## src/verilog/ris_pkg.sv

```systemverilog
// Purpose: Shared constants for the reset and init sequencer.
// Assumes: 100 MHz reference clock, classic Wishbone register access.
// Notes: Register offsets are byte addresses of aligned 32-bit words.
package ris_pkg;
   localparam logic [7:0] RIS_OFS_CTRL = 8'h00;
   localparam logic [7:0] RIS_OFS_STATUS = 8'h04;
   localparam logic [7:0] RIS_OFS_PC = 8'h08;
   localparam logic [7:0] RIS_OFS_FLAGS = 8'h0C;
   localparam logic [7:0] RIS_OFS_STACK = 8'h10;
   localparam int RIS_CTRL_GEAR_LSB = 0;
   localparam int RIS_CTRL_ALE_EN_BIT = 3;
   localparam int RIS_GEAR_W = 3;
   localparam logic [2:0] RIS_GEAR_RESET = 3'h4;
   localparam logic [2:0] RIS_GEAR_MAX = 3'h4;
   localparam logic [23:0] RIS_VEC_ADDR0 = 24'hFFFF00;
   localparam logic [31:0] RIS_STACK_RESET = 32'h00000100;
   localparam logic [2:0] RIS_MASK_RESET = 3'h7;
   localparam logic RIS_WIDE_RESET = 1'b1;
   localparam logic [2:0] RIS_BANK_RESET = 3'h0;
   localparam logic [1:0] RIS_STRAPS_REQ = 2'h3;
   localparam int RIS_RST_MIN_SYS = 10;
   typedef enum logic [4:0] {
      RIS_ST_HOLD = 5'b00001,
      RIS_ST_FETCH = 5'b00010,
      RIS_ST_WAIT = 5'b00100,
      RIS_ST_RUN = 5'b01000,
      RIS_ST_STOP = 5'b10000
   } ris_state_type;
endpackage

```

## src/verilog/ris_gear_if.sv

```systemverilog
// Purpose: Carries gear select and derived clock ticks between modules.
// Assumes: Single clock domain; ticks are one-cycle enables.
// Notes: None.
`timescale 1ns/1ps
`default_nettype none
interface ris_gear_if;
   logic [2:0] gear_sel;
   logic fph_tick;
   logic sys_tick;
   modport src (input gear_sel, output fph_tick, output sys_tick);
   modport snk (output gear_sel, input fph_tick, input sys_tick);
endinterface
`default_nettype wire

```

## src/verilog/ris_clk_gear.sv

```systemverilog
// Purpose: Derives geared and system clock enables from the reference clock.
// Assumes: gear_sel never above the divide-by-16 code.
// Notes: Ticks are enables, not clocks, so the design stays one domain.
`timescale 1ns/1ps
`default_nettype none
module ris_clk_gear
   import ris_pkg::*;
(
   input wire logic ref_clk_i,
   input wire logic reset_n_i,
   input wire logic ce_i,
   ris_gear_if.src gear
);
   logic [3:0] div_cnt_ff;
   logic [3:0] nxt_div_cnt;
   logic [3:0] div_mask;
   logic half_ff;
   logic fph_ff;
   logic sys_ff;
   logic fph_hit;

   // Gear n divides the reference by two to the power n.
   assign div_mask = 4'hF << gear.gear_sel;
   assign fph_hit = ((div_cnt_ff & ~div_mask) == ~div_mask) || (gear.gear_sel == 3'h0);
   assign nxt_div_cnt = fph_hit ? 4'h0 : div_cnt_ff + 4'h1;
   assign gear.fph_tick = fph_ff;
   assign gear.sys_tick = sys_ff;

   always_ff @(posedge ref_clk_i or negedge reset_n_i) begin
      if (!reset_n_i) begin
         div_cnt_ff <= 4'h0;
         half_ff <= 1'b0;
         fph_ff <= 1'b0;
         sys_ff <= 1'b0;
      end else if (ce_i) begin
         div_cnt_ff <= nxt_div_cnt;
         fph_ff <= fph_hit;
         if (fph_hit) begin
            half_ff <= ~half_ff;
         end
         sys_ff <= fph_hit && half_ff;
      end
   end
endmodule
`default_nettype wire

```

## src/verilog/ris_sequencer.sv

```systemverilog
// Purpose: Reset filter and post-reset initialisation sequencer with Wishbone registers.
// Assumes: Reset pin and vector port are synchronous to ref_clk_i.
// Notes: CPU state outputs stand for the core to load at cpu_start_o.
//
// Our own choices: the Wishbone interface to the registers and the address map.
`timescale 1ns/1ps
`default_nettype none
// Behaviour
// - Reset selects divide-by-16 gear, system oscillator/32.
// - Load PC bytes from three vector addresses.
// - Reset presets extended stack pointer to 100h.
// - Reset sets interrupt mask level to seven.
// - Reset sets wide addressing flag to one.
// - Reset clears register bank pointer to zero.
// - Start fetch at loaded PC, others untouched.
// - Reset returns peripheral registers to defaults.
// - Reset makes all port pins plain GPIO.
// - Reset floats the address latch strobe.
// - Reset leaves on-chip RAM contents alone.
// - Stop monitor low running, floating otherwise.
// - System clock is geared clock halved.
// - Reset loads gear select with binary 100.
module ris_sequencer
   import ris_pkg::*;
#(
   parameter int RST_MIN_SYS = RIS_RST_MIN_SYS
)
(
   input wire logic ref_clk_i,
   input wire logic reset_n_i,
   input wire logic ce_i,
   input wire logic wb_cyc_i,
   input wire logic wb_stb_i,
   input wire logic wb_we_i,
   input wire logic [7:0] wb_adr_i,
   input wire logic [3:0] wb_sel_i,
   input wire logic [31:0] wb_dat_i,
   output logic [31:0] wb_dat_o,
   output logic wb_ack_o,
   input wire logic rst_pin_n_i,
   input wire logic [1:0] operating_mode_straps_i,
   input wire logic stop_mode_i,
   output logic [23:0] vec_addr_o,
   output logic vec_rd_o,
   input wire logic vec_ack_i,
   input wire logic [7:0] vec_data_i,
   output logic [23:0] pc_o,
   output logic [31:0] extended_stack_pointer_o,
   output logic [2:0] interrupt_mask_level_o,
   output logic wide_mode_o,
   output logic [2:0] register_bank_pointer_o,
   output logic cpu_start_o,
   output logic cpu_run_o,
   output logic periph_init_o,
   output logic port_gpio_force_o,
   output logic [2:0] gear_sel_o,
   output logic fph_tick_o,
   output logic sys_tick_o,
   output logic ale_o,
   output logic ale_oe_o,
   output logic wake_o,
   output logic wake_oe_o
);
   import ris_pkg::*;

   ris_gear_if gear_bus ();

   ris_state_type state_ff;
   ris_state_type nxt_state;
   logic [7:0] low_cnt_ff;
   logic [7:0] nxt_low_cnt;
   logic low_ok_ff;
   logic [1:0] byte_idx_ff;
   logic [2:0] gear_ff;
   logic ale_en_ff;
   logic straps_ok_ff;
   logic [23:0] pc_ff;
   logic [2:0] mask_ff;
   logic wide_ff;
   logic [2:0] bank_ff;
   logic [31:0] stack_ff;
   logic start_ff;
   logic init_ff;
   logic ack_ff;
   logic [31:0] rdata_ff;
   logic [23:0] vaddr_ff;
   logic vrd_ff;
   logic ale_ff;
   logic ale_oe_ff;
   logic wake_oe_ff;
   logic fph_ff;
   logic sys_ff;
   logic run_ff;

   logic pin_low;
   logic reset_taken;
   logic wb_req;
   logic wb_wr;
   logic hit_ctrl;
   logic hit_status;
   logic hit_pc;
   logic hit_flags;
   logic hit_stack;
   logic [31:0] rd_mux;
   logic gear_wr;
   logic [2:0] wr_gear;
   logic last_byte;

   ris_clk_gear u_gear (
      .ref_clk_i(ref_clk_i),
      .reset_n_i(reset_n_i),
      .ce_i(ce_i),
      .gear(gear_bus.src)
   );

   assign gear_bus.gear_sel = gear_ff;

   // Reset pin filter. A low pulse shorter than the minimum stops the core but does not release a new fetch.
   assign pin_low = !rst_pin_n_i;
   assign nxt_low_cnt = (low_cnt_ff == 8'hFF) ? low_cnt_ff : low_cnt_ff + 8'h01;
   assign reset_taken = rst_pin_n_i && low_ok_ff;
   assign last_byte = (byte_idx_ff == 2'h2);

   // Wishbone decode.
   assign wb_req = wb_cyc_i && wb_stb_i && !ack_ff;
   assign wb_wr = wb_req && wb_we_i;
   assign hit_ctrl = (wb_adr_i == RIS_OFS_CTRL);
   assign hit_status = (wb_adr_i == RIS_OFS_STATUS);
   assign hit_pc = (wb_adr_i == RIS_OFS_PC);
   assign hit_flags = (wb_adr_i == RIS_OFS_FLAGS);
   assign hit_stack = (wb_adr_i == RIS_OFS_STACK);
   assign wr_gear = wb_dat_i[RIS_CTRL_GEAR_LSB +: RIS_GEAR_W];
   // Reserved gear codes are ignored so the divider never sees them.
   assign gear_wr = wb_wr && hit_ctrl && wb_sel_i[0] && (wr_gear <= RIS_GEAR_MAX) && (state_ff == RIS_ST_RUN);
   assign rd_mux = hit_ctrl ? {28'h0000000, ale_en_ff, gear_ff} :
                   hit_status ? {24'h000000, straps_ok_ff, 2'h0, state_ff} :
                   hit_pc ? {8'h00, pc_ff} :
                   hit_flags ? {24'h000000, wide_ff, mask_ff, 1'b0, bank_ff} :
                   hit_stack ? stack_ff : 32'h00000000;

   always_comb begin
      nxt_state = state_ff;
      unique case (state_ff)
         RIS_ST_HOLD: begin
            if (reset_taken) begin
               nxt_state = RIS_ST_FETCH;
            end
         end
         RIS_ST_FETCH: begin
            nxt_state = RIS_ST_WAIT;
         end
         RIS_ST_WAIT: begin
            if (vec_ack_i) begin
               nxt_state = last_byte ? RIS_ST_RUN : RIS_ST_FETCH;
            end
         end
         RIS_ST_RUN: begin
            if (stop_mode_i) begin
               nxt_state = RIS_ST_STOP;
            end
         end
         RIS_ST_STOP: begin
            if (!stop_mode_i) begin
               nxt_state = RIS_ST_RUN;
            end
         end
      endcase
      if (pin_low) begin
         nxt_state = RIS_ST_HOLD;
      end
   end

   // Filter counts system clock periods of a continuous low level.
   always_ff @(posedge ref_clk_i or negedge reset_n_i) begin
      if (!reset_n_i) begin
         low_cnt_ff <= 8'h00;
         low_ok_ff <= 1'b1;
      end else if (ce_i) begin
         if (!pin_low) begin
            low_cnt_ff <= 8'h00;
            if (state_ff != RIS_ST_HOLD) begin
               low_ok_ff <= 1'b0;
            end
         end else if (sys_ff) begin
            low_cnt_ff <= nxt_low_cnt;
            if (nxt_low_cnt >= 8'(RST_MIN_SYS)) begin
               low_ok_ff <= 1'b1;
            end
         end
      end
   end

   always_ff @(posedge ref_clk_i or negedge reset_n_i) begin
      if (!reset_n_i) begin
         state_ff <= RIS_ST_HOLD;
      end else if (ce_i) begin
         state_ff <= nxt_state;
      end
   end

   // Vector fetch. Only reads are issued, so on-chip RAM is never written.
   always_ff @(posedge ref_clk_i or negedge reset_n_i) begin
      if (!reset_n_i) begin
         byte_idx_ff <= 2'h0;
         vaddr_ff <= RIS_VEC_ADDR0;
         vrd_ff <= 1'b0;
         pc_ff <= 24'h000000;
      end else if (ce_i) begin
         if (state_ff == RIS_ST_HOLD) begin
            byte_idx_ff <= 2'h0;
            vaddr_ff <= RIS_VEC_ADDR0;
            vrd_ff <= 1'b0;
         end else if (state_ff == RIS_ST_FETCH) begin
            vrd_ff <= 1'b1;
         end else if ((state_ff == RIS_ST_WAIT) && vec_ack_i) begin
            vrd_ff <= 1'b0;
            pc_ff[8 * byte_idx_ff +: 8] <= vec_data_i;
            byte_idx_ff <= byte_idx_ff + 2'h1;
            vaddr_ff <= vaddr_ff + 24'h000001;
         end
      end
   end

   // CPU state preset while the sequencer is in the hold state.
   always_ff @(posedge ref_clk_i or negedge reset_n_i) begin
      if (!reset_n_i) begin
         stack_ff <= RIS_STACK_RESET;
         mask_ff <= RIS_MASK_RESET;
         wide_ff <= RIS_WIDE_RESET;
         bank_ff <= RIS_BANK_RESET;
      end else if (ce_i && (state_ff == RIS_ST_HOLD)) begin
         stack_ff <= RIS_STACK_RESET;
         mask_ff <= RIS_MASK_RESET;
         wide_ff <= RIS_WIDE_RESET;
         bank_ff <= RIS_BANK_RESET;
      end
   end

   // Control registers and one-shot notifications.
   always_ff @(posedge ref_clk_i or negedge reset_n_i) begin
      if (!reset_n_i) begin
         gear_ff <= RIS_GEAR_RESET;
         ale_en_ff <= 1'b0;
         straps_ok_ff <= 1'b0;
         start_ff <= 1'b0;
         init_ff <= 1'b1;
      end else if (ce_i) begin
         start_ff <= (state_ff == RIS_ST_WAIT) && vec_ack_i && last_byte;
         if (state_ff == RIS_ST_HOLD) begin
            gear_ff <= RIS_GEAR_RESET;
            ale_en_ff <= 1'b0;
            init_ff <= 1'b1;
         end else begin
            init_ff <= 1'b0;
            if (gear_wr) begin
               gear_ff <= wr_gear;
            end
            if (wb_wr && hit_ctrl && wb_sel_i[0] && (state_ff == RIS_ST_RUN)) begin
               ale_en_ff <= wb_dat_i[RIS_CTRL_ALE_EN_BIT];
            end
         end
         // Straps are caught when the filtered reset is released.
         if ((state_ff == RIS_ST_HOLD) && reset_taken) begin
            straps_ok_ff <= (operating_mode_straps_i == RIS_STRAPS_REQ);
         end
      end
   end

   // Wishbone answer one cycle after the request, dropped the cycle after.
   always_ff @(posedge ref_clk_i or negedge reset_n_i) begin
      if (!reset_n_i) begin
         ack_ff <= 1'b0;
         rdata_ff <= 32'h00000000;
      end else if (ce_i) begin
         ack_ff <= wb_req;
         if (wb_req) begin
            rdata_ff <= wb_we_i ? 32'h00000000 : rd_mux;
         end
      end
   end

   // Pin drivers and registered clock ticks.
   always_ff @(posedge ref_clk_i or negedge reset_n_i) begin
      if (!reset_n_i) begin
         ale_ff <= 1'b0;
         ale_oe_ff <= 1'b0;
         wake_oe_ff <= 1'b0;
         fph_ff <= 1'b0;
         sys_ff <= 1'b0;
         run_ff <= 1'b0;
      end else if (ce_i) begin
         fph_ff <= gear_bus.fph_tick;
         sys_ff <= gear_bus.sys_tick;
         ale_oe_ff <= ale_en_ff && (nxt_state == RIS_ST_RUN);
         ale_ff <= ale_en_ff && (nxt_state == RIS_ST_RUN) && gear_bus.fph_tick;
         wake_oe_ff <= (nxt_state == RIS_ST_RUN);
         run_ff <= (nxt_state == RIS_ST_RUN);
      end
   end

   assign wb_dat_o = rdata_ff;
   assign wb_ack_o = ack_ff;
   assign vec_addr_o = vaddr_ff;
   assign vec_rd_o = vrd_ff;
   assign pc_o = pc_ff;
   assign extended_stack_pointer_o = stack_ff;
   assign interrupt_mask_level_o = mask_ff;
   assign wide_mode_o = wide_ff;
   assign register_bank_pointer_o = bank_ff;
   assign cpu_start_o = start_ff;
   assign cpu_run_o = run_ff;
   assign periph_init_o = init_ff;
   assign port_gpio_force_o = init_ff;
   assign gear_sel_o = gear_ff;
   assign fph_tick_o = fph_ff;
   assign sys_tick_o = sys_ff;
   assign ale_o = ale_ff;
   assign ale_oe_o = ale_oe_ff;
   // Low level whenever enabled; the enable alone floats the pin.
   assign wake_o = 1'b0;
   assign wake_oe_o = wake_oe_ff;
endmodule
`default_nettype wire
```

## config.mk

```make
export PLATFORM = sky130hd
export DESIGN_NAME = ris_sequencer
export DESIGN_NICKNAME = d
export VERILOG_FILES = /design/src/verilog/ris_pkg.sv /design/src/verilog/ris_gear_if.sv /design/src/verilog/ris_clk_gear.sv /design/src/verilog/ris_sequencer.sv
export SDC_FILE = /design/constraint.sdc
export NUM_CORES = 1
export LEC_CHECK = 0
export ABC_AREA = 1
export BUFFER_PORTS_ARGS = -buffer_cell sky130_fd_sc_hd__buf_4
export CORE_UTILIZATION = 45
export CTS_CLUSTER_DIAMETER = 200
export CTS_CLUSTER_SIZE = 25
export DETAILED_ROUTE_END_ITERATION = 6
export PLACE_DENSITY_LB_ADDON = 0.3
export SETUP_SLACK_MARGIN = 0.5
export SLEW_MARGIN = 5
export SYNTH_ARGS = -nofsm -noshare
export SYNTH_HDL_FRONTEND = slang
export SYNTH_HIERARCHICAL = 1
export SYNTH_SLANG_ARGS = --single-unit
export TNS_END_PERCENT = 30
```

## constraint.sdc

```tcl
create_clock -name ref_clk_i -period 4.74 [get_ports ref_clk_i]
set_input_delay 0.711 -clock ref_clk_i [delete_from_list [all_inputs] [get_ports ref_clk_i]]
set_output_delay 0.711 -clock ref_clk_i [all_outputs]
set_load 0.02 [all_outputs]
```

==> results of run 1 <==
==> final cells by class <==
cell class	count	area share [%]
clock inverters	5	0.8336
repair buffers	119	12.66
well taps	172	3.051
inverters	100	5.321
flip-flops and latches	109	39.02
multi-input cells	524	35.67
clock buffers	11	3.441
==> state kept, by name, indices dropped and copies added (netlist names), 2 cells and up <==
register           cells
low_cnt_ff             8
state_ff               5
pc_o                  24
wb_dat_o              24
u_gear/div_cnt_ff      4
byte_idx_ff            2
gear_sel_o             3
vec_addr_o            24
==> worst max-delay path by stage <==
stage	start	slack, ps	endpoint	cells after the start
detailed placement	ce_i	1990	wb_dat_o[17]	7
finish	ce_i	2390	wb_dat_o[17]	7
floorplan	ce_i	2820	vec_addr_o[4]	9
global placement	ce_i	2030	wb_dat_o[12]	7
CTS	ce_i	2370	wb_dat_o[17]	7
global route	ce_i	2110	wb_dat_o[9]	7
==> power groups by stage <==
stage | Combinational (uW) | Sequential (uW) | Clock, uW
2_1_floorplan | 601 | 1350 | 0
3_3_place_gp | 1020 | 1270 | 0
3_5_place_dp | 1030 | 1260 | 0
4_1_cts | 1030 | 1250 | 799
5_1_grt | 1150 | 1270 | 832
6_report | 1030 | 1250 | 777
==> cells in the mapped netlist, types with 6 or more instances <==
cell and n:
nand2_1 174, buf_4 53, nand3_1 60, dfstp_2 20, inv_1 96, nor2_1 57, dfrtp_1 89, nor2_2 8
nand4_1 12, a21oi_1 22, xor2_1 7, ha_1 7, clkbuf_1 6, o21ai_0 88
==> cell families (layout without fill, tap and decap cells) <==
| family | count (synthesis) | after routing | synth area share (%) |
|---|---|---|---|
| and+or+nand+nor | 332 | 332 | 25.29 |
| buffers and inverters | 164 | 235 | 13.96 |
| AOI/OAI and AO/OA | 127 | 127 | 11.20 |
| DFF | 109 | 109 | 46.47 |
| xor gates and xnor gates | 10 | 10 | 1.479 |
| adders and majority gates | 7 | 7 | 1.479 |
| other | 2 | 48 | 0.1268 |
==> layer usage <==
| metal | vias to the layer above | track usage (%) |
|---|---|---|
| met5 | - | 0 |
| met4 | 0 | 5.485 |
| met1 | 2308 | 29.61 |
| met2 | 147 | 34.44 |
| li1 | 2544 | - |
| met3 | 19 | 5.345 |
==> metrics by stage <==
stage | total power, uW | hold slack (ps) | cells | setup slack (ps) | utilization, %
5_1_grt | 3256 | 494.7 | 1040 | 2109 | 55.45
3_3_place_gp | 2282 | 462.8 | 1024 | 2030 | 53.08
6_report | 3053 | 428.5 | 1040 | 2392 | 55.45
4_1_cts | 3080 | 460.2 | 1040 | 2371 | 55.45
2_1_floorplan | 1951 | 415.4 | 797 | 2820 | -
3_5_place_dp | 2292 | 468.0 | 1024 | 1992 | 53.08
==> reports/metrics.cfg, run 1 <==
[global_routing]
grt_overflow_total = 0
grt_pass1_wl_um = 22450
antenna_found_initial = 0
grt_usage_pct = 21.64
grt_max_degree = 63
grt_pass1_vias = 4457

[floorplan]
die_h_um = 116.7
die_w_um = 116.7
die-area_mm2 = 0.01363
core-area_mm2 = 0.01272
initial_core_util_pct = 46.56
num_rows = 41
io_pins = 197

[cts]
cts_buffers = 9
cts-resized-gates = 0
path_clk_slew_ps = 80
root_buffer = clkbuf_16
hold_buffers = 0
cts_tree = done
htree_levels = 3
numClockSinks = 109
cts.path.max_buffers = 2
clk_latency_ps = 360
post_cts_buffers = 0

[layout]
final_common_cell = nand2_1
layout_common_cells = 174 x nand2_1, 119 x buf_4, 96 x inv_1
syn2layout_area_growth_pct = 19.10
fin_area_mm2 = 0.007054
fillers = 1235
fin_nets = 933
diodes = 0
seqCellArea_mm2 = 0.002753
drive_gt1_share_pct = 20.85
multi_input_area_mm2 = 0.002516

[worst_setup_path]
worst-path-buf-inv = 2
r2r_start = wb_ack_o
r2r-end = wb_dat_o[17]
cp-end-kind = flop
critical_path_class = input port to flop
r2r_slack_ps = 2520
crit_chain = buf_4, nand4_4, nor2_1, inv_1, nor2_1, nand3_1, o21ai_0
crit_top_cell = nor2_1
cp_slowest_stage_delay_ps = 460
critPathLaunchType = input port
arrival_ps = 2610
crit_family = simple AND/OR/NAND/NOR gates
crit_fanout = 28
crit_slowest_cell = nand3_1
worstPathRequired_ps = 5000
r2r_cells = 7

[placed_design]
portBuffers = 117
place_hpwl_um = 10280
globalplace.congestion = 0.8524
place_area_mm2 = 0.006753

[detailed_routing]
drtIter0Drc = 358
routed_wl_um = 13820
met3_length_um = 741
num_vias = 5018
wl_per_cell_um = 13.29
firstDrtPassIters = 5
met1_length_um = 6361
met2_length_um = 6521
drc = 0
via_per_inst = 4.825
highest_layer = met4
ant_nets = 0

[sta]
tns_ps = 0
max_clock_freq_mhz = 425.9
slew_headroom_pct = 46.91
setup_viol = 0
fin_skew_ps = 11.25
rsz0062_at_grt = false
final_max_slew_viol_count = 0
finalCritPeriodShare_pct = 49.53
fin_crit_ps = 2348
worst_pin_slew_ps = 796.3
final_hold_viol_count = 0

[pwr]
p_clk_share_pct = 25.5
switchingPower_uw = 1187
peakVddDrop_mv = 0.2189
combPwrFrac_pct = 33.6
p_leak_uw = 0.003690
powerDensity_mw_per_mm2 = 432.8
seqPwrFrac_pct = 41.0
switching_share_pct = 38.87
power.internal_uw = 1867

[synthesis]
netlist_instances = 751
netlist-cell-type-count = 36
syn_area_per_cell_um2 = 7.887
yosys_warnings = 6
yosysSeqAreaShare_pct = 46.47
synth-main-ff-cell = dfrtp_1
syn_area_mm2 = 0.005923
synth_seq_cells = 109
synth_edf_count = 0
synth_top_area_share_pct = 37.60
synthTopCellsByArea = dfrtp_1 38%, nand2_1 11%, dfstp_2 8.9%
synth_largest_area_cell = dfrtp_1
async_flop_share_pct = 100.0

[status]
status = finished clean

[run]
max-cap-violations = 0

[worst_hold_path]
hp-class = input port to async pin

Power figures use the tool's default switching activity.
==> run 2, diff against run 1 <==
==> constraint.sdc (replaced) <==
create_clock -name ref_clk_i -period 2 [get_ports ref_clk_i]
set_input_delay 0.3 -clock ref_clk_i [delete_from_list [all_inputs] [get_ports ref_clk_i]]
set_output_delay 0.3 -clock ref_clk_i [all_outputs]
set_load 0.02 [all_outputs]
==> run 2 against run 1 <==
Effect of this change:
- global-route usage grew 0.90 points
- clock skew grew 2.0 ps
- first-iteration DRC count fell by 23%
- non-clock buffer count increased by 53
- worst setup slack got worse by 2100 ps
- die area is the same
- design area increased by 11%
- register-to-register slack worse by 2300 ps
- largest cell class is now multi-input combinational cells
==> reports/metrics.cfg, run 2 (same netlist as run 1, synthesis figures left out) <==
[worst_hold_path]
hp-class = input port to flop
hold_start = vec_data_i[6]

[sta]
final_max_slew_viol_count = 0
worst_pin_slew_ps = 556.2
slew_headroom_pct = 62.92
max_clock_freq_mhz = 575.3
whs_ps = 175.9
rsz0062_at_grt = true
fin_crit_ps = 1738
final_hold_viol_count = 0
tns_ps = 0
setup_viol = 0
setup_ws_ps = 261.8
fin_skew_ps = 13.28
finalCritPeriodShare_pct = 86.91

[global_routing]
antenna_found_initial = 0
grt_pass1_vias = 4930
grt_pass1_wl_um = 23420
grt_overflow_total = 0
grt_max_degree = 41
grt_usage_pct = 22.53

[floorplan]
io_pins = 197
die-area_mm2 = 0.01363
core-area_mm2 = 0.01272
initial_core_util_pct = 46.56
die_h_um = 116.7
num_rows = 41
die_w_um = 116.7

[layout]
final_common_cell = nand2_1
seqCellArea_mm2 = 0.002755
fin_nets = 987
drive_gt1_share_pct = 30.69
syn2layout_area_growth_pct = 32.34
layout_common_cells = 164 x nand2_1, 159 x buf_4, 88 x inv_1
diodes = 0
fillers = 1137
multi_input_area_mm2 = 0.002759

[cts]
cts_tree = done
root_buffer = clkbuf_16
path_clk_slew_ps = 80
cts.path.max_buffers = 2
htree_levels = 3
numClockSinks = 109
clk_latency_ps = 370
cts_buffers = 9

[worst_setup_path]
r2r_slack_ps = 260
crit_fanout = 5
worstPathRequired_ps = 2260
crit_slowest_cell = dfrtp_2
critPathLaunchType = flop
r2r-end = vec_addr_o[4]
crit_chain = inv_2, nor2_4, nand3_4, nor3_4, nor2_4, buf_4, nor3_4, a21oi_1, o21a_1
critical_path.endpoint = vec_addr_o[4]
critPathLaunch = state_ff[2]
r2r_cells = 9
cp_slowest_stage_delay_ps = 450
cp-end-kind = flop
critical_path_class = flop to flop
arrival_ps = 2000
r2r_start = state_ff[2]

[detailed_routing]
routed_wl_um = 15370
firstDrtPassIters = 5
ant_nets = 0
wl_per_cell_um = 14.05
via_per_inst = 4.903
drc = 0
drtIter0Drc = 274
num_vias = 5364

[pwr]
p_total_uw = 7967
p_leak_uw = 0.004034
powerDensity_mw_per_mm2 = 1016
peakVddDrop_mv = 0.4676

[placed_design]
globalplace.congestion = 0.8485
dp_worst_setup_slack_ps = 144.2
portBuffers = 117
place_hpwl_um = 10670

[status]
status = finished clean

[run]
max-cap-violations = 0

[run 2: cell count changes in the layout (fill, tap and decap cells not counted), moves of 8 or more]
cell / before / now
buf_4: 119 / 159
inv_1: 96 / 88
nand2_1: 174 / 164
nand2_2: 1 / 9
nor2_1: 57 / 46
nor2_4: 5 / 17
o21ai_0: 88 / 72
o21ai_1: 4 / 14
[run 2: worst min path at each step]
stage                         endpoint  slack, ps  depth (start not counted)
after global routing           pc_o[1]        160                          3
after global placement    wb_dat_o[14]        310                          1
final                          pc_o[6]        180                          3
after CTS                  wb_dat_o[8]        140                          2
after detailed placement  wb_dat_o[14]        320                          1
after floorplan              ale_en_ff          4                          0
[run 2: layout make-up]
cell class,count,share of cell area [%]
multi-input combinational,525,35.20
inverter,100,4.884
sequential,109,35.15
clock buffer,9,2.873
timing repair buffer,172,17.86
clock inverter,7,1.293
tap,172,2.745
[run 2: report_power, final]
group / leakage (uW) / internal [uW] / switching, uW
combinational: 0.00251 / 1150 / 1920
sequential: 0.00137 / 2610 / 356
clock: 0.000156 / 1020 / 923
[run 2: worst max-delay path: cells and delay by family (launching register included)]
family | cells | cell delay, ps
buffers and inverters | 2 | 240
flip-flops | 1 | 450
AO/OA/AOI/OAI | 2 | 190
AND/OR/NAND/NOR | 5 | 750
[run 2: layer usage]
metal	up-vias	track usage, %	share of wire (%)	wire [um]
met5	-	0	0	0
met4	0	9.536	2.9	442
met3	31	6.020	5.3	814
met2	160	36.17	48	7367
met1	2504	28.79	44	6741
li1	2669	-	-	-
[run 2: timing repair]
| item | CTS | global route |
|---|---|---|
| pin swaps | 12 | 14 |
| cloned | 0 | 4 |
| resized for setup | 22 | 64 |
| hold buffers | 1 | 0 |
| buffers inserted | 16 | 19 |
| endpoints found under the hold margin | 38 | 0 |
| setup endpoints to repair | 84 | 88 |
[run 2: metrics by stage]
step / utilization [%] / area, um^2 / std cells
2_1_floorplan: - / 6140 / 797
3_3_place_gp: 54.41 / 6922 / 1038
3_5_place_dp: 54.41 / 6922 / 1038
4_1_cts: 58.64 / 7461 / 1071
5_1_grt: 61.61 / 7839 / 1094
6_report: 61.61 / 7839 / 1094
==> run 3, diff against run 2 <==
--- a/config.mk
+++ b/config.mk
@@ -11,7 +11,7 @@
 export CTS_CLUSTER_DIAMETER = 200
 export CTS_CLUSTER_SIZE = 25
 export DETAILED_ROUTE_END_ITERATION = 6
-export PLACE_DENSITY_LB_ADDON = 0.3
+export PLACE_DENSITY = 0.74
 export SETUP_SLACK_MARGIN = 0.5
 export SLEW_MARGIN = 5
 export SYNTH_ARGS = -nofsm -noshare
==> run 3 against run 2 <==
Effect of this change:
- utilization is 0.83 points higher
- combinational power is 6% higher
- clock skew is 2.5 ps lower
- critical endpoint is now ale_oe_o
==> reports/metrics.cfg, run 3 (same netlist as run 1, synthesis figures left out) <==
[cts]
numClockSinks = 109
cts_buffers = 9
cts_tree = done
cts.path.max_buffers = 2
path_clk_slew_ps = 80
root_buffer = clkbuf_16
htree_levels = 3
clk_latency_ps = 360

[placed_design]
place_area_mm2 = 0.006937
place_hpwl_um = 10660
globalplace.congestion = 0.8745
portBuffers = 117
placedCellCount = 1040
dp_worst_setup_slack_ps = 63.84

[detailed_routing]
num_vias = 5496
ant_nets = 0
drtIter0Drc = 304
routed_wl_um = 15630
firstDrtPassIters = 5
wl_per_cell_um = 14.21
via_per_inst = 4.996
drc = 0

[pwr]
p_leak_uw = 0.004084
peakVddDrop_mv = 0.5326
powerDensity_mw_per_mm2 = 999.5

[global_routing]
antenna_found_initial = 0
grt_max_degree = 43
grt_usage_pct = 23.47
grt_pass1_vias = 4858
grt_pass1_wl_um = 24270
grt_overflow_total = 0

[worst_setup_path]
crit_family = simple AND/OR/NAND/NOR gates
cp-end-kind = flop
r2r_cells = 13
critPathLaunchType = flop
r2r_slack_ps = 210
critical_path_class = flop to flop
cp_slowest_stage_delay_ps = 450
arrival_ps = 2090
r2r_start = state_ff[3]
worst-path-buf-inv = 2
worstPathRequired_ps = 2290
r2r-end = ale_oe_o
crit_slowest_cell = dfrtp_2
crit_fanout = 5
crit_chain = buf_6, nor2_4, buf_4, nand2_2, nor2_4, nor2_4, nand2_2, nand2_2, nand3_2, nand2_2, nor2_4, nand4_1, nand2_1

[sta]
setup_ws_ps = 205.2
worst_pin_slew_ps = 571.3
fin_crit_ps = 1795
final_max_slew_viol_count = 0
rsz0062_at_grt = true
max_clock_freq_mhz = 557.2
tns_ps = 0
slew_headroom_pct = 61.51
final_hold_viol_count = 0
finalCritPeriodShare_pct = 89.74
setup_viol = 0
whs_ps = 180.2
fin_skew_ps = 10.75

[layout]
final_common_cell = buf_4
seqCellArea_mm2 = 0.002755
multi_input_area_mm2 = 0.002825
fillers = 1117
drive_gt1_share_pct = 32.76
instances_no_fill = 1100
fin_nets = 993
fin_area_mm2 = 0.007944
layout_common_cells = 163 x buf_4, 159 x nand2_1, 87 x inv_1, 87 x dfrtp_1, 61 x o21ai_0
diodes = 0
syn2layout_area_growth_pct = 34.11

[floorplan]
die_h_um = 116.7
die_w_um = 116.7
initial_core_util_pct = 46.56
io_pins = 197
core-area_mm2 = 0.01272
num_rows = 41
die-area_mm2 = 0.01363

[worst_hold_path]
hold_start = wb_we_i
min_to = wb_dat_o[8]
hp-class = input port to flop
hold_depth = 2

[status]
status = finished clean

[run]
max-cap-violations = 0

## run 3: cell type report
cell class,instances,share of cell area (%)
clock buffer,9,2.835
clock inverter,7,0.7718
inverter,100,4.883
multi-input combinational,524,35.56
sequential,109,34.68
tap,172,2.709
timing repair buffer,178,18.49
timing repair inverter,1,0.06300
## run 3: worst max path at each step
stage                     end  depth (start not counted)          start
6_report             ale_oe_o                         13    state_ff[3]
3_5_place_dp   vec_addr_o[19]                         10    state_ff[0]
5_1_grt        vec_addr_o[19]                         11    state_ff[3]
3_3_place_gp   vec_addr_o[19]                         10    state_ff[0]
2_1_floorplan   vec_addr_o[4]                          8    state_ff[2]
4_1_cts             low_ok_ff                         11  low_cnt_ff[0]
## run 3: worst register-to-register path, cell delays in order (launching register included)
cell and delay [ps]:
dfrtp_2 450, buf_6 130, nor2_4 130, buf_4 140, nand2_2 60, nor2_4 130
nor2_4 70, nand2_2 90, nand2_2 60, nand3_2 80, nand2_2 80, nor2_4 130
nand4_1 100, nand2_1 70
## run 3: where the power goes
| part | switching (uW) | internal (uW) |
|---|---|---|
| Sequential | 363 | 2610 |
| Combinational | 1990 | 1250 |
| Clock | 869 | 863 |
## run 3: what timing repair did
action,CTS,global route
endpoints found under the setup margin,83,94
gates cloned,1,3
hold buffers,1,0
buffers inserted,26,13
resized for setup,58,59
pin swaps,22,14
hold endpoints to repair,18,0
## run 3: metal layers
metal	vias to the layer above	GRT usage, %	share of wire, %
met2	164	37.16	48
met5	-	0	0
met1	2612	31.44	44
met3	34	4.152	4.6
met4	0	10.80	3.2
li1	2686	-	-
## run 3: stage by stage
step	utilization [%]	power (uW)
CTS	60.21	7769
global route	62.44	8410
detailed placement	54.52	5596
floorplan	-	4677
global placement	54.52	5561
finish	62.44	7940
